===== src/brg_pkg.sv =====
// Package for the block RAM reset guard: modes, geometry and reset values.
// Assumes a single 20 MHz system clock domain.
package brg_pkg;

  // ************************************************************
  // Geometry
  // ************************************************************
  localparam int ADDR_W = 4;
  localparam int DATA_W = 8;
  localparam int DEPTH = 16;
  localparam int PTR_W = 5;

  // ************************************************************
  // Use modes
  // ************************************************************
  typedef enum logic [1:0] {
    BRG_MODE_RAM = 2'h0,
    BRG_MODE_ROM = 2'h1,
    BRG_MODE_FIFO = 2'h2
  } brg_mode_t;

  // ************************************************************
  // Reset values
  // ************************************************************
  localparam logic [DATA_W-1:0] RST_DATA = 8'h00;
  localparam logic [PTR_W-1:0] RST_PTR = 5'h00;

endpackage : brg_pkg


===== src/brg_guard.sv =====
// Block RAM with asynchronous local reset, global set/clear and FIFO clears.
// Assumes user logic sequences enables around resets; the memory does not check it.
`timescale 1ns/1ns
`default_nettype none
// Function
// - The global set/clear input acts asynchronously, independent of any clock edge.
// - The reset behaviour differs in FIFO use: global set/clear is forced on and only there do the FIFO clears act.
// - In FIFO use the global set/clear input is always enabled.
// - FIFO clear and read pointer clear act asynchronously, and only in FIFO use.
// - Synchronous reset with global set/clear disabled needs no enable sequencing.
module brg_guard (
  input wire logic sys_clk,
  input wire logic rst,
  input wire brg_pkg::brg_mode_t mode,
  input wire logic gsc_enable,
  input wire logic global_set_clear,
  input wire logic async_reset,
  input wire logic fifo_clear,
  input wire logic read_pointer_clear,
  input wire logic wr_clk_en,
  input wire logic rd_clk_en,
  input wire logic push_enable,
  input wire logic pop_enable,
  input wire logic [brg_pkg::ADDR_W-1:0] wr_addr,
  input wire logic [brg_pkg::ADDR_W-1:0] rd_addr,
  input wire logic [brg_pkg::DATA_W-1:0] wr_data,
  output logic [brg_pkg::DATA_W-1:0] rd_data,
  output logic fifo_empty,
  output logic fifo_full
);

  // ************************************************************
  // Reset combining
  // ************************************************************
  logic is_fifo;
  logic gsc_active;
  logic fifo_all_clear;
  logic fifo_rd_clear;
  logic wr_side_clear;
  logic rd_side_clear;

  assign is_fifo = (mode == brg_pkg::BRG_MODE_FIFO);
  // FIFO use ignores the disable so the global clear always reaches the pointers.
  assign gsc_active = global_set_clear & (gsc_enable | is_fifo);
  // The FIFO clears only count in FIFO use, so that a stray level on an unused
  // pin cannot wipe the read register while the array serves as RAM or ROM.
  assign fifo_all_clear = is_fifo & fifo_clear;
  assign fifo_rd_clear = is_fifo & read_pointer_clear;
  // One set of clears serves every mode, gated per mode as above; the enables feeding the array also differ.
  assign wr_side_clear = gsc_active | async_reset | fifo_all_clear;
  assign rd_side_clear = wr_side_clear | fifo_rd_clear;

  // ************************************************************
  // Pointer decoding
  // ************************************************************
  // Both pointers carry one wrap bit above the address, so equal pointers mean
  // empty and pointers that differ only in the wrap bit mean full.
  function automatic logic brg_ptr_empty(
    input logic [brg_pkg::PTR_W-1:0] wp,
    input logic [brg_pkg::PTR_W-1:0] rp
  );
    return (wp == rp);
  endfunction : brg_ptr_empty

  function automatic logic brg_ptr_full(
    input logic [brg_pkg::PTR_W-1:0] wp,
    input logic [brg_pkg::PTR_W-1:0] rp
  );
    return (wp[brg_pkg::PTR_W-1] != rp[brg_pkg::PTR_W-1]) &&
           (wp[brg_pkg::PTR_W-2:0] == rp[brg_pkg::PTR_W-2:0]);
  endfunction : brg_ptr_full

  // ************************************************************
  // Enables per mode
  // ************************************************************
  logic mem_wr;
  logic mem_rd;
  logic [brg_pkg::ADDR_W-1:0] mem_wr_addr;
  logic [brg_pkg::ADDR_W-1:0] mem_rd_addr;
  logic [brg_pkg::PTR_W-1:0] wr_ptr;
  logic [brg_pkg::PTR_W-1:0] rd_ptr;
  logic [brg_pkg::PTR_W-1:0] next_wr_ptr;
  logic [brg_pkg::PTR_W-1:0] next_rd_ptr;
  logic push_ok;
  logic pop_ok;
  logic ptr_empty;
  logic ptr_full;

  assign ptr_empty = brg_ptr_empty(wr_ptr, rd_ptr);
  assign ptr_full = brg_ptr_full(wr_ptr, rd_ptr);
  // Push and pop stand in the place of the clock enables in FIFO use.
  // A push into a full array or a pop from an empty one is dropped silently,
  // so the pointers can never pass each other.
  assign push_ok = is_fifo & push_enable & ~ptr_full;
  assign pop_ok = is_fifo & pop_enable & ~ptr_empty;

  always_comb begin
    mem_wr = 1'b0;
    mem_rd = 1'b0;
    mem_wr_addr = wr_addr;
    mem_rd_addr = rd_addr;
    unique case (mode)
      brg_pkg::BRG_MODE_RAM: begin
        mem_wr = wr_clk_en;
        mem_rd = rd_clk_en;
      end
      brg_pkg::BRG_MODE_ROM: begin
        mem_rd = rd_clk_en;
      end
      brg_pkg::BRG_MODE_FIFO: begin
        mem_wr = push_ok;
        mem_rd = pop_ok;
        mem_wr_addr = wr_ptr[brg_pkg::ADDR_W-1:0];
        mem_rd_addr = rd_ptr[brg_pkg::ADDR_W-1:0];
      end
      // The spare mode code leaves the array idle.
      default: begin
        mem_wr = 1'b0;
        mem_rd = 1'b0;
      end
    endcase
  end

  // ************************************************************
  // FIFO pointers
  // ************************************************************
  always_comb begin
    next_wr_ptr = wr_ptr;
    next_rd_ptr = rd_ptr;
    if (push_ok) begin
      next_wr_ptr = wr_ptr + 5'h01;
    end
    if (pop_ok) begin
      next_rd_ptr = rd_ptr + 5'h01;
    end
  end

  // The synchronous rst is the path needing no enable sequencing.
  // Limitation: the clears reach the asynchronous inputs of these flops directly;
  // nothing here guards against a release that races a clock edge, so the user
  // must keep the enables quiet around every clear.
  always_ff @(posedge sys_clk or posedge wr_side_clear) begin
    if (wr_side_clear) begin
      wr_ptr <= brg_pkg::RST_PTR;
    end else if (rst) begin
      wr_ptr <= brg_pkg::RST_PTR;
    end else begin
      wr_ptr <= next_wr_ptr;
    end
  end

  // Clearing only the read pointer rewinds reads without losing written words.
  always_ff @(posedge sys_clk or posedge rd_side_clear) begin
    if (rd_side_clear) begin
      rd_ptr <= brg_pkg::RST_PTR;
    end else if (rst) begin
      rd_ptr <= brg_pkg::RST_PTR;
    end else begin
      rd_ptr <= next_rd_ptr;
    end
  end

  // ************************************************************
  // Flags and array
  // ************************************************************
  logic next_empty;
  logic next_full;

  // The flags are decoded from the next pointers so that they change on the same
  // edge as the pointers, rather than one cycle behind them.
  always_comb begin
    next_empty = brg_ptr_empty(next_wr_ptr, next_rd_ptr);
    next_full = brg_ptr_full(next_wr_ptr, next_rd_ptr);
  end

  always_ff @(posedge sys_clk or posedge rd_side_clear) begin
    if (rd_side_clear) begin
      fifo_empty <= 1'b1;
      fifo_full <= 1'b0;
    end else if (rst) begin
      fifo_empty <= 1'b1;
      fifo_full <= 1'b0;
    end else begin
      fifo_empty <= next_empty;
      fifo_full <= next_full;
    end
  end

  // ************************************************************
  // Memory array
  // ************************************************************
  // The synchronous reset blocks both array ports, so a request in the reset
  // cycle cannot land; the read register keeps its last word instead.
  logic arr_wr;
  logic arr_rd;

  assign arr_wr = mem_wr & ~rst;
  assign arr_rd = mem_rd & ~rst;

  brg_mem u_mem (
    .sys_clk(sys_clk),
    .wr_en(arr_wr),
    .wr_addr(mem_wr_addr),
    .wr_data(wr_data),
    .rd_en(arr_rd),
    .rd_addr(mem_rd_addr),
    .rd_clear(rd_side_clear),
    .rd_data(rd_data)
  );

endmodule : brg_guard
`default_nettype wire


===== src/brg_mem.sv =====
// Small memory array with a registered read port.
// Assumes one clock; writes and reads are qualified by the caller.
`timescale 1ns/1ns
`default_nettype none
module brg_mem (
  input wire logic sys_clk,
  input wire logic wr_en,
  input wire logic [brg_pkg::ADDR_W-1:0] wr_addr,
  input wire logic [brg_pkg::DATA_W-1:0] wr_data,
  input wire logic rd_en,
  input wire logic [brg_pkg::ADDR_W-1:0] rd_addr,
  input wire logic rd_clear,
  output logic [brg_pkg::DATA_W-1:0] rd_data
);

  logic [brg_pkg::DATA_W-1:0] mem [brg_pkg::DEPTH];

  always_ff @(posedge sys_clk) begin
    if (wr_en) begin
      mem[wr_addr] <= wr_data;
    end
  end

  // The clear is asynchronous so that the output latch follows the reset pins at once.
  always_ff @(posedge sys_clk or posedge rd_clear) begin
    if (rd_clear) begin
      rd_data <= brg_pkg::RST_DATA;
    end else if (rd_en) begin
      rd_data <= mem[rd_addr];
    end
  end

endmodule : brg_mem
`default_nettype wire


===== config.mk =====
export PLATFORM = sky130hd
export DESIGN_NAME = brg_guard
export DESIGN_NICKNAME = d
export VERILOG_FILES = /design/src/brg_pkg.sv /design/src/brg_guard.sv /design/src/brg_mem.sv
export SDC_FILE = /design/constraint.sdc
export NUM_CORES = 1
export LEC_CHECK = 0
export BUFFER_PORTS_ARGS = -buffer_cell sky130_fd_sc_hd__clkbuf_2
export CORE_MARGIN = 4
export CORE_UTILIZATION = 55
export CTS_BUF_LIST = sky130_fd_sc_hd__clkbuf_16
export CTS_CLUSTER_DIAMETER = 50
export DETAILED_ROUTE_END_ITERATION = 7
export PLACE_DENSITY = 0.82
export SETUP_SLACK_MARGIN = 0.5
export SLEW_MARGIN = 20
export SYNTH_ARGS = -nofsm -noshare
export SYNTH_HDL_FRONTEND = slang
export SYNTH_HIERARCHICAL = 1
export SYNTH_SLANG_ARGS = --single-unit

===== constraint.sdc =====
create_clock -name sys_clk -period 4.7 [get_ports sys_clk]
set_input_delay 0.94 -clock sys_clk [delete_from_list [all_inputs] [get_ports sys_clk]]
set_output_delay 0.94 -clock sys_clk [all_outputs]
set_load 0.1 [all_outputs]

Word level (Yosys, flattened, before mapping)
Memories as Yosys holds them, arrays and structs flattened. A register that Yosys moved wholly into a read port is not among the register bits.
Index checks and enable logic that the tools add are counted.
W data, S select, Z words.
Storage, ports and cells
  register bits after elaboration: 12
  RAM bits: 128
  input port bits: 29
  output and inout bits: 10
  word-level logic and storage cells: 47
  memories kept: 1
Cells by class
  add/sub/neg operators: 2
  equality and inequality tests: 8
  mux-type cells: 12
  bitwise logic cells: 16
  reductions and logical operators: 4
Memory list
  u_mem.mem: depth 16, width 8, rd ports 1, clocked after Yosys merged registers in 1, write ports 1, line brg_mem.sv:16  | logic [brg_pkg::DATA_W-1:0] mem [brg_pkg::DEPTH];
Operator list (count)
  $mux W5: 4
  $add A5 B1 Y5 const B: 2
  $eq A5 B5 Y1: 2
  $and A1 B1 Y1: 9
  $eq A4 B4 Y1: 2
  $mux W4: 2
  $mux W1: 4
  $or A1 B1 Y1: 4
  $pmux W1 S2: 2
  $not A1 Y1: 3
  $eq A2 B1 Y1 const B: 1
  $eq A2 B2 Y1 const B: 1
  $logic_and A1 B1 Y1: 2
  $logic_not A2 Y1: 1
  $ne A1 B1 Y1: 2
  $reduce_or A2 Y1: 1

Depth between registers and ports, before layout
  word-level depth: 8
  depth in mapped cells: 11
  gate-level depth less buffers: 7

Modules after synthesis
Netlist, hierarchy kept.
Modules (own cells, without submodules)
  brg_mem: instances 1, cells an instance 241, area each 5335.1 µm², sequential area each 4043.9 µm²
  brg_guard: instances 1, cells an instance 143, area each 1101.1 µm², sequential area each 301.5 µm²

Worst setup path after synthesis
No wires, ideal clock.
  path type: input to register
  start: input mode[0]
  end: memory u_mem/mem[0][0] (netlist name), enable pin
  library setup time: 383 ps
  arrival time: 2806 ps
  required time: 4317 ps
  path slack: 1510 ps
  cell stages on the path: 6
  buffers on the path: 0
  cells stage by stage: nand3b_1 -> a21oi_4 -> a21oi_1 -> nor3_1 -> or3b_2 -> nor3_1
On the way
  longest elaborated chain between the ends: 7
  elaborated cells on any way between the ends: 9
  those cells by class: 1 x eq/ne; 4 x mux; 3 x bitwise; 1 x reduce/logical
RTL lines
  start: declaration: line brg_guard.sv:14  | input wire brg_pkg::brg_mode_t mode,
  $eq A2 B2 Y1: line brg_guard.sv:42, brg_guard.sv:102
  $and A1 B1 Y1 (2 in series): line brg_guard.sv:94  | assign push_ok = is_fifo & push_enable & ~ptr_full;
  $pmux W1 S2 *: line brg_guard.sv:102  | unique case (mode)
  $and A1 B1 Y1 *: line brg_guard.sv:197  | assign arr_wr = mem_wr & ~rst;
  named net arr_wr: line brg_guard.sv:194  | logic arr_wr;
  $mux W1 *: line brg_mem.sv:19  | if (wr_en) begin
  $mux W1 (not written as such) *: line brg_mem.sv:20  | mem[wr_addr] <= wr_data;
  end: declaration: line brg_mem.sv:16
The timed path passes the listed nets; every way through them passes the cells marked *.

Final worst setup path
  start: register rd_ptr[0] (netlist name)
  end: memory u_mem/mem[3][3] (netlist name), enable pin
On the way
  longest elaborated chain between the ends: 8
RTL lines
  start: declaration: line brg_guard.sv:81  | logic [brg_pkg::PTR_W-1:0] rd_ptr;
  start signal: assignment: line brg_guard.sv:155  | rd_ptr <= brg_pkg::RST_PTR;
  start signal: assignment: line brg_guard.sv:157  | rd_ptr <= brg_pkg::RST_PTR;
  start signal: assignment: line brg_guard.sv:159  | rd_ptr <= next_rd_ptr;
  $eq A4 B4 Y1: line brg_guard.sv:70  | (wp[brg_pkg::PTR_W-2:0] == rp[brg_pkg::PTR_W-2:0]);
  $logic_and A1 B1 Y1: line brg_guard.sv:69  | return (wp[brg_pkg::PTR_W-1] != rp[brg_pkg::PTR_W-1]) &&
  $not A1 Y1: line brg_guard.sv:94
  $and A1 B1 Y1: line brg_guard.sv:94
  $pmux W1 S2: line brg_guard.sv:102
  $and A1 B1 Y1: line brg_guard.sv:197
  named net arr_wr: line brg_guard.sv:194
  $mux W1: line brg_mem.sv:19
  $mux W1 (not written as such): line brg_mem.sv:20
The timed path passes the listed nets, and every way through them passes these cells.

==> impl_metrics.env <==
export IMPL_clock_skew_final_ns=0.00768
export IMPL_worstMarginPinSlew_ns=0.971
export IMPL_reg2regPathDepth=7
export IMPL_synth_edf_count=128
export IMPL_grt_pass1_wl_um=21600
export IMPL_num_io_pins=39
export IMPL_p_leak_nw=2.55
export IMPL_nFillCells=805
export IMPL_max_freq_mhz=283
export IMPL_clk_pin_slew_ns=0.06
export IMPL_rsz0062_at_grt="false"
export IMPL_ir_drop_mv=0.276
export IMPL_first_iter_violations=403
export IMPL_netlist_area_leader_share_pct=59.7
export IMPL_rows=39
export IMPL_p_total_mw=3.19
export IMPL_r2r_end="u_mem/mem[3][3]$_DFFE_PP_"
export IMPL_clock_root_buffer="clkbuf_16"
export IMPL_pwr_share_clk_pct=42.7
export IMPL_cts_setup_buffers=0
export IMPL_sequentialPowerShare_pct=45.9
export IMPL_drive_gt1_share_pct=25.8
export IMPL_cts_sinks=148
export IMPL_antenna_found_initial=0
export IMPL_postLayoutCellArea_mm2=0.00730
export IMPL_slew_headroom_pct=35.0
export IMPL_htreeDepth=4
export IMPL_cp_arrival_ns=3.57
export IMPL_hold_path_class="in2async"
export IMPL_cp_start_kind="flip-flop"
export IMPL_synth_flop_cell="edfxtp_1"
export IMPL_syn_num_nets=415
export IMPL_critPathLaunch="rd_ptr[0]$_DFF_PP0_"
export IMPL_port_buffers=38
export IMPL_maxCapViolations=0
export IMPL_path_class="reg2reg"
export IMPL_diodes=0
export IMPL_power_density_mw_per_mm2=438
export IMPL_r2r_start="rd_ptr[0]$_DFF_PP0_"
export IMPL_grt_start_max_net_pins=33
export IMPL_worst_setup_path_end_kind="flip-flop"
export IMPL_yosysTopAreaCell="edfxtp_1"
export IMPL_areaGrowthSynthToFinish_pct=13.4
export IMPL_r2r_slack_ns=1.17
export IMPL_grt_overflow=0
export IMPL_min_period_ns=3.53
export IMPL_place_gp_congestion=0.882
export IMPL_wl_um=13800
export IMPL_nNetsFinal=460
export IMPL_maxSlewViolCount=0
export IMPL_synth_distinct_cells=51
export IMPL_clk_latency_ns=0.42
export IMPL_final_cells=585
export IMPL_p_switching_mw=0.776
export IMPL_cts_inserted_buffers=17
export IMPL_mostFrequentLayoutCell="edfxtp_1"
export IMPL_final_cell_mix="128 x edfxtp_1, 38 x clkbuf_2, 37 x nand2_1"
export IMPL_grt_pass1_vias=3724
export IMPL_tritoncts="done"
export IMPL_clockBufferDepth=2
export IMPL_post_route_period_util_pct=75.2
export IMPL_ys_seq_elements=148
export IMPL_whs_ns=0.564
export IMPL_synth_cells=384
export IMPL_core_area_mm2=0.0114
export IMPL_yosys_top_cells_area="edfxtp_1 60%, mux4_2 9.1%, dfrtp_1 7.4%"
export IMPL_p_int_mw=2.42
export IMPL_start_util_pct=56.4
export IMPL_worstSetupEndpoint="u_mem/mem[3][3]$_DFFE_PP_"
export IMPL_cts_hold_fix_buffers=0
export IMPL_die_area_mm2=0.0135
export IMPL_vias=3662
export IMPL_drtPass1Iterations=5
export IMPL_syn_area_per_cell_um2=16.8
export IMPL_status="complete, no violations"
export IMPL_dp_cells=553
export IMPL_hold_viol=0
export IMPL_ys_async_sr_fraction_pct=13.5
export IMPL_die_height_um=116
export IMPL_setup_tns_ns=0
export IMPL_wl_per_cell_um=23.6
export IMPL_dp_hpwl_um=8700
export IMPL_crit_fanout=10
export IMPL_combPwrFrac_pct=11.3
export IMPL_required_ns=4.74
export IMPL_syn_cell_area_mm2=0.00644
export IMPL_power_switching_share_pct=24.3
export IMPL_drc=0
export IMPL_post_cts_resized=0
export IMPL_postRouteAntennaNets=0
export IMPL_ys_warn_count=6
export IMPL_detailed_place_area_mm2=0.00670
export IMPL_fp_dieW_um=116
export IMPL_grtUsageTotal_pct=22.4
export IMPL_setup_viol=0
export IMPL_via_per_inst=6.26
export IMPL_seq_area_frac_synth_pct=67.5
worst max-delay path, stage by stage, from the launching register on:
cell     delay [ns]
dfrtp_1        0.47
xor2_2         0.34
and4b_1        0.43
a21oi_4        0.26
a21oi_1        0.06
nor3_1         0.40
or3b_2         0.55
nor2_1         0.65
synth_stat cells, drive strengths merged, types with 2 or more instances:
library cell and n:
o22ai 8, a221oi 8, xor2 3, o21a 5
inv 6, nand4b 3, ha 2, nand3 3
buf 15, nor4 2, nand3b 4, clkbuf 4
nand2 37, a211oi 2, mux2i 12, mux4 32
o21ai 7, edfxtp 128, nor3 9, nor2 31
o211ai 5, dfrtp 19, xnor2 6, a21oi 11
nand2b 4, nor3b 2
power by group through the flow:
stage	clock network [mW]	registers (mW)	logic [mW]
after floorplan	0	1.62	0.156
after global placement	0	1.49	0.354
after detailed placement	0	1.49	0.361
after CTS	1.38	1.47	0.364
after global routing	1.44	1.47	0.382
final	1.37	1.47	0.363
final cells by class:
type	instances	area (um^2)	share of cell area, %
inverter	6	22.5	0.309
clock inverter	15	170	2.33
tap	143	179	2.45
multi-input combinational	211	1910	26.2
sequential	148	4350	59.5
timing repair buffer	45	243	3.33
clock buffer	17	425	5.83
worst min-delay path by stage:
| stage | to | slack (ns) | cells after the start |
|---|---|---|---|
| after global placement | u_mem/rd_data[7]$_DFFE_PP0P_ | 0.57 | 2 |
| final | wr_ptr[4]$_DFF_PP0_ | 0.56 | 3 |
| after CTS | wr_ptr[4]$_DFF_PP0_ | 0.56 | 3 |
| after floorplan | wr_ptr[4]$_DFF_PP0_ | 0.59 | 2 |
| after global routing | wr_ptr[2]$_DFF_PP0_ | 0.58 | 3 |
| after detailed placement | u_mem/rd_data[6]$_DFFE_PP0P_ | 0.57 | 2 |
logic make-up after synthesis:
group / count (synthesis) / share of synthesized area, %
AOI/OAI and AO/OA: 53 / 7.10
xor gates and xnor gates: 9 / 1.34
adders and majority gates: 2 / 0.389
buffers and inverters: 25 / 2.76
DFF: 148 / 67.5
muxes: 44 / 13.4
and+or+nand+nor: 103 / 7.48
registers in the layout, indices dropped and copies added, names as in the netlist:
name,cells
fifo_empty,1
u_mem/rd_data,8
rd_ptr,5
u_mem/mem,128
wr_ptr,5
fifo_full,1
routing by layer:
metal	share of wire [%]	GRT usage, %	wire length (um)
met1	41	29.6	5700
met2	49	35.4	6730
met3	7.3	6.22	1010
met4	2.5	9.51	339
met5	0	0	0
stage by stage:
step	util (%)	setup WS, ns
floorplan	-	1.51
global placement	58.7	1.16
detailed placement	58.7	1.08
CTS	63.9	1.17
global route	63.9	0.991
finish	63.9	1.17
Note: power is estimated with default switching activity, not from simulation.
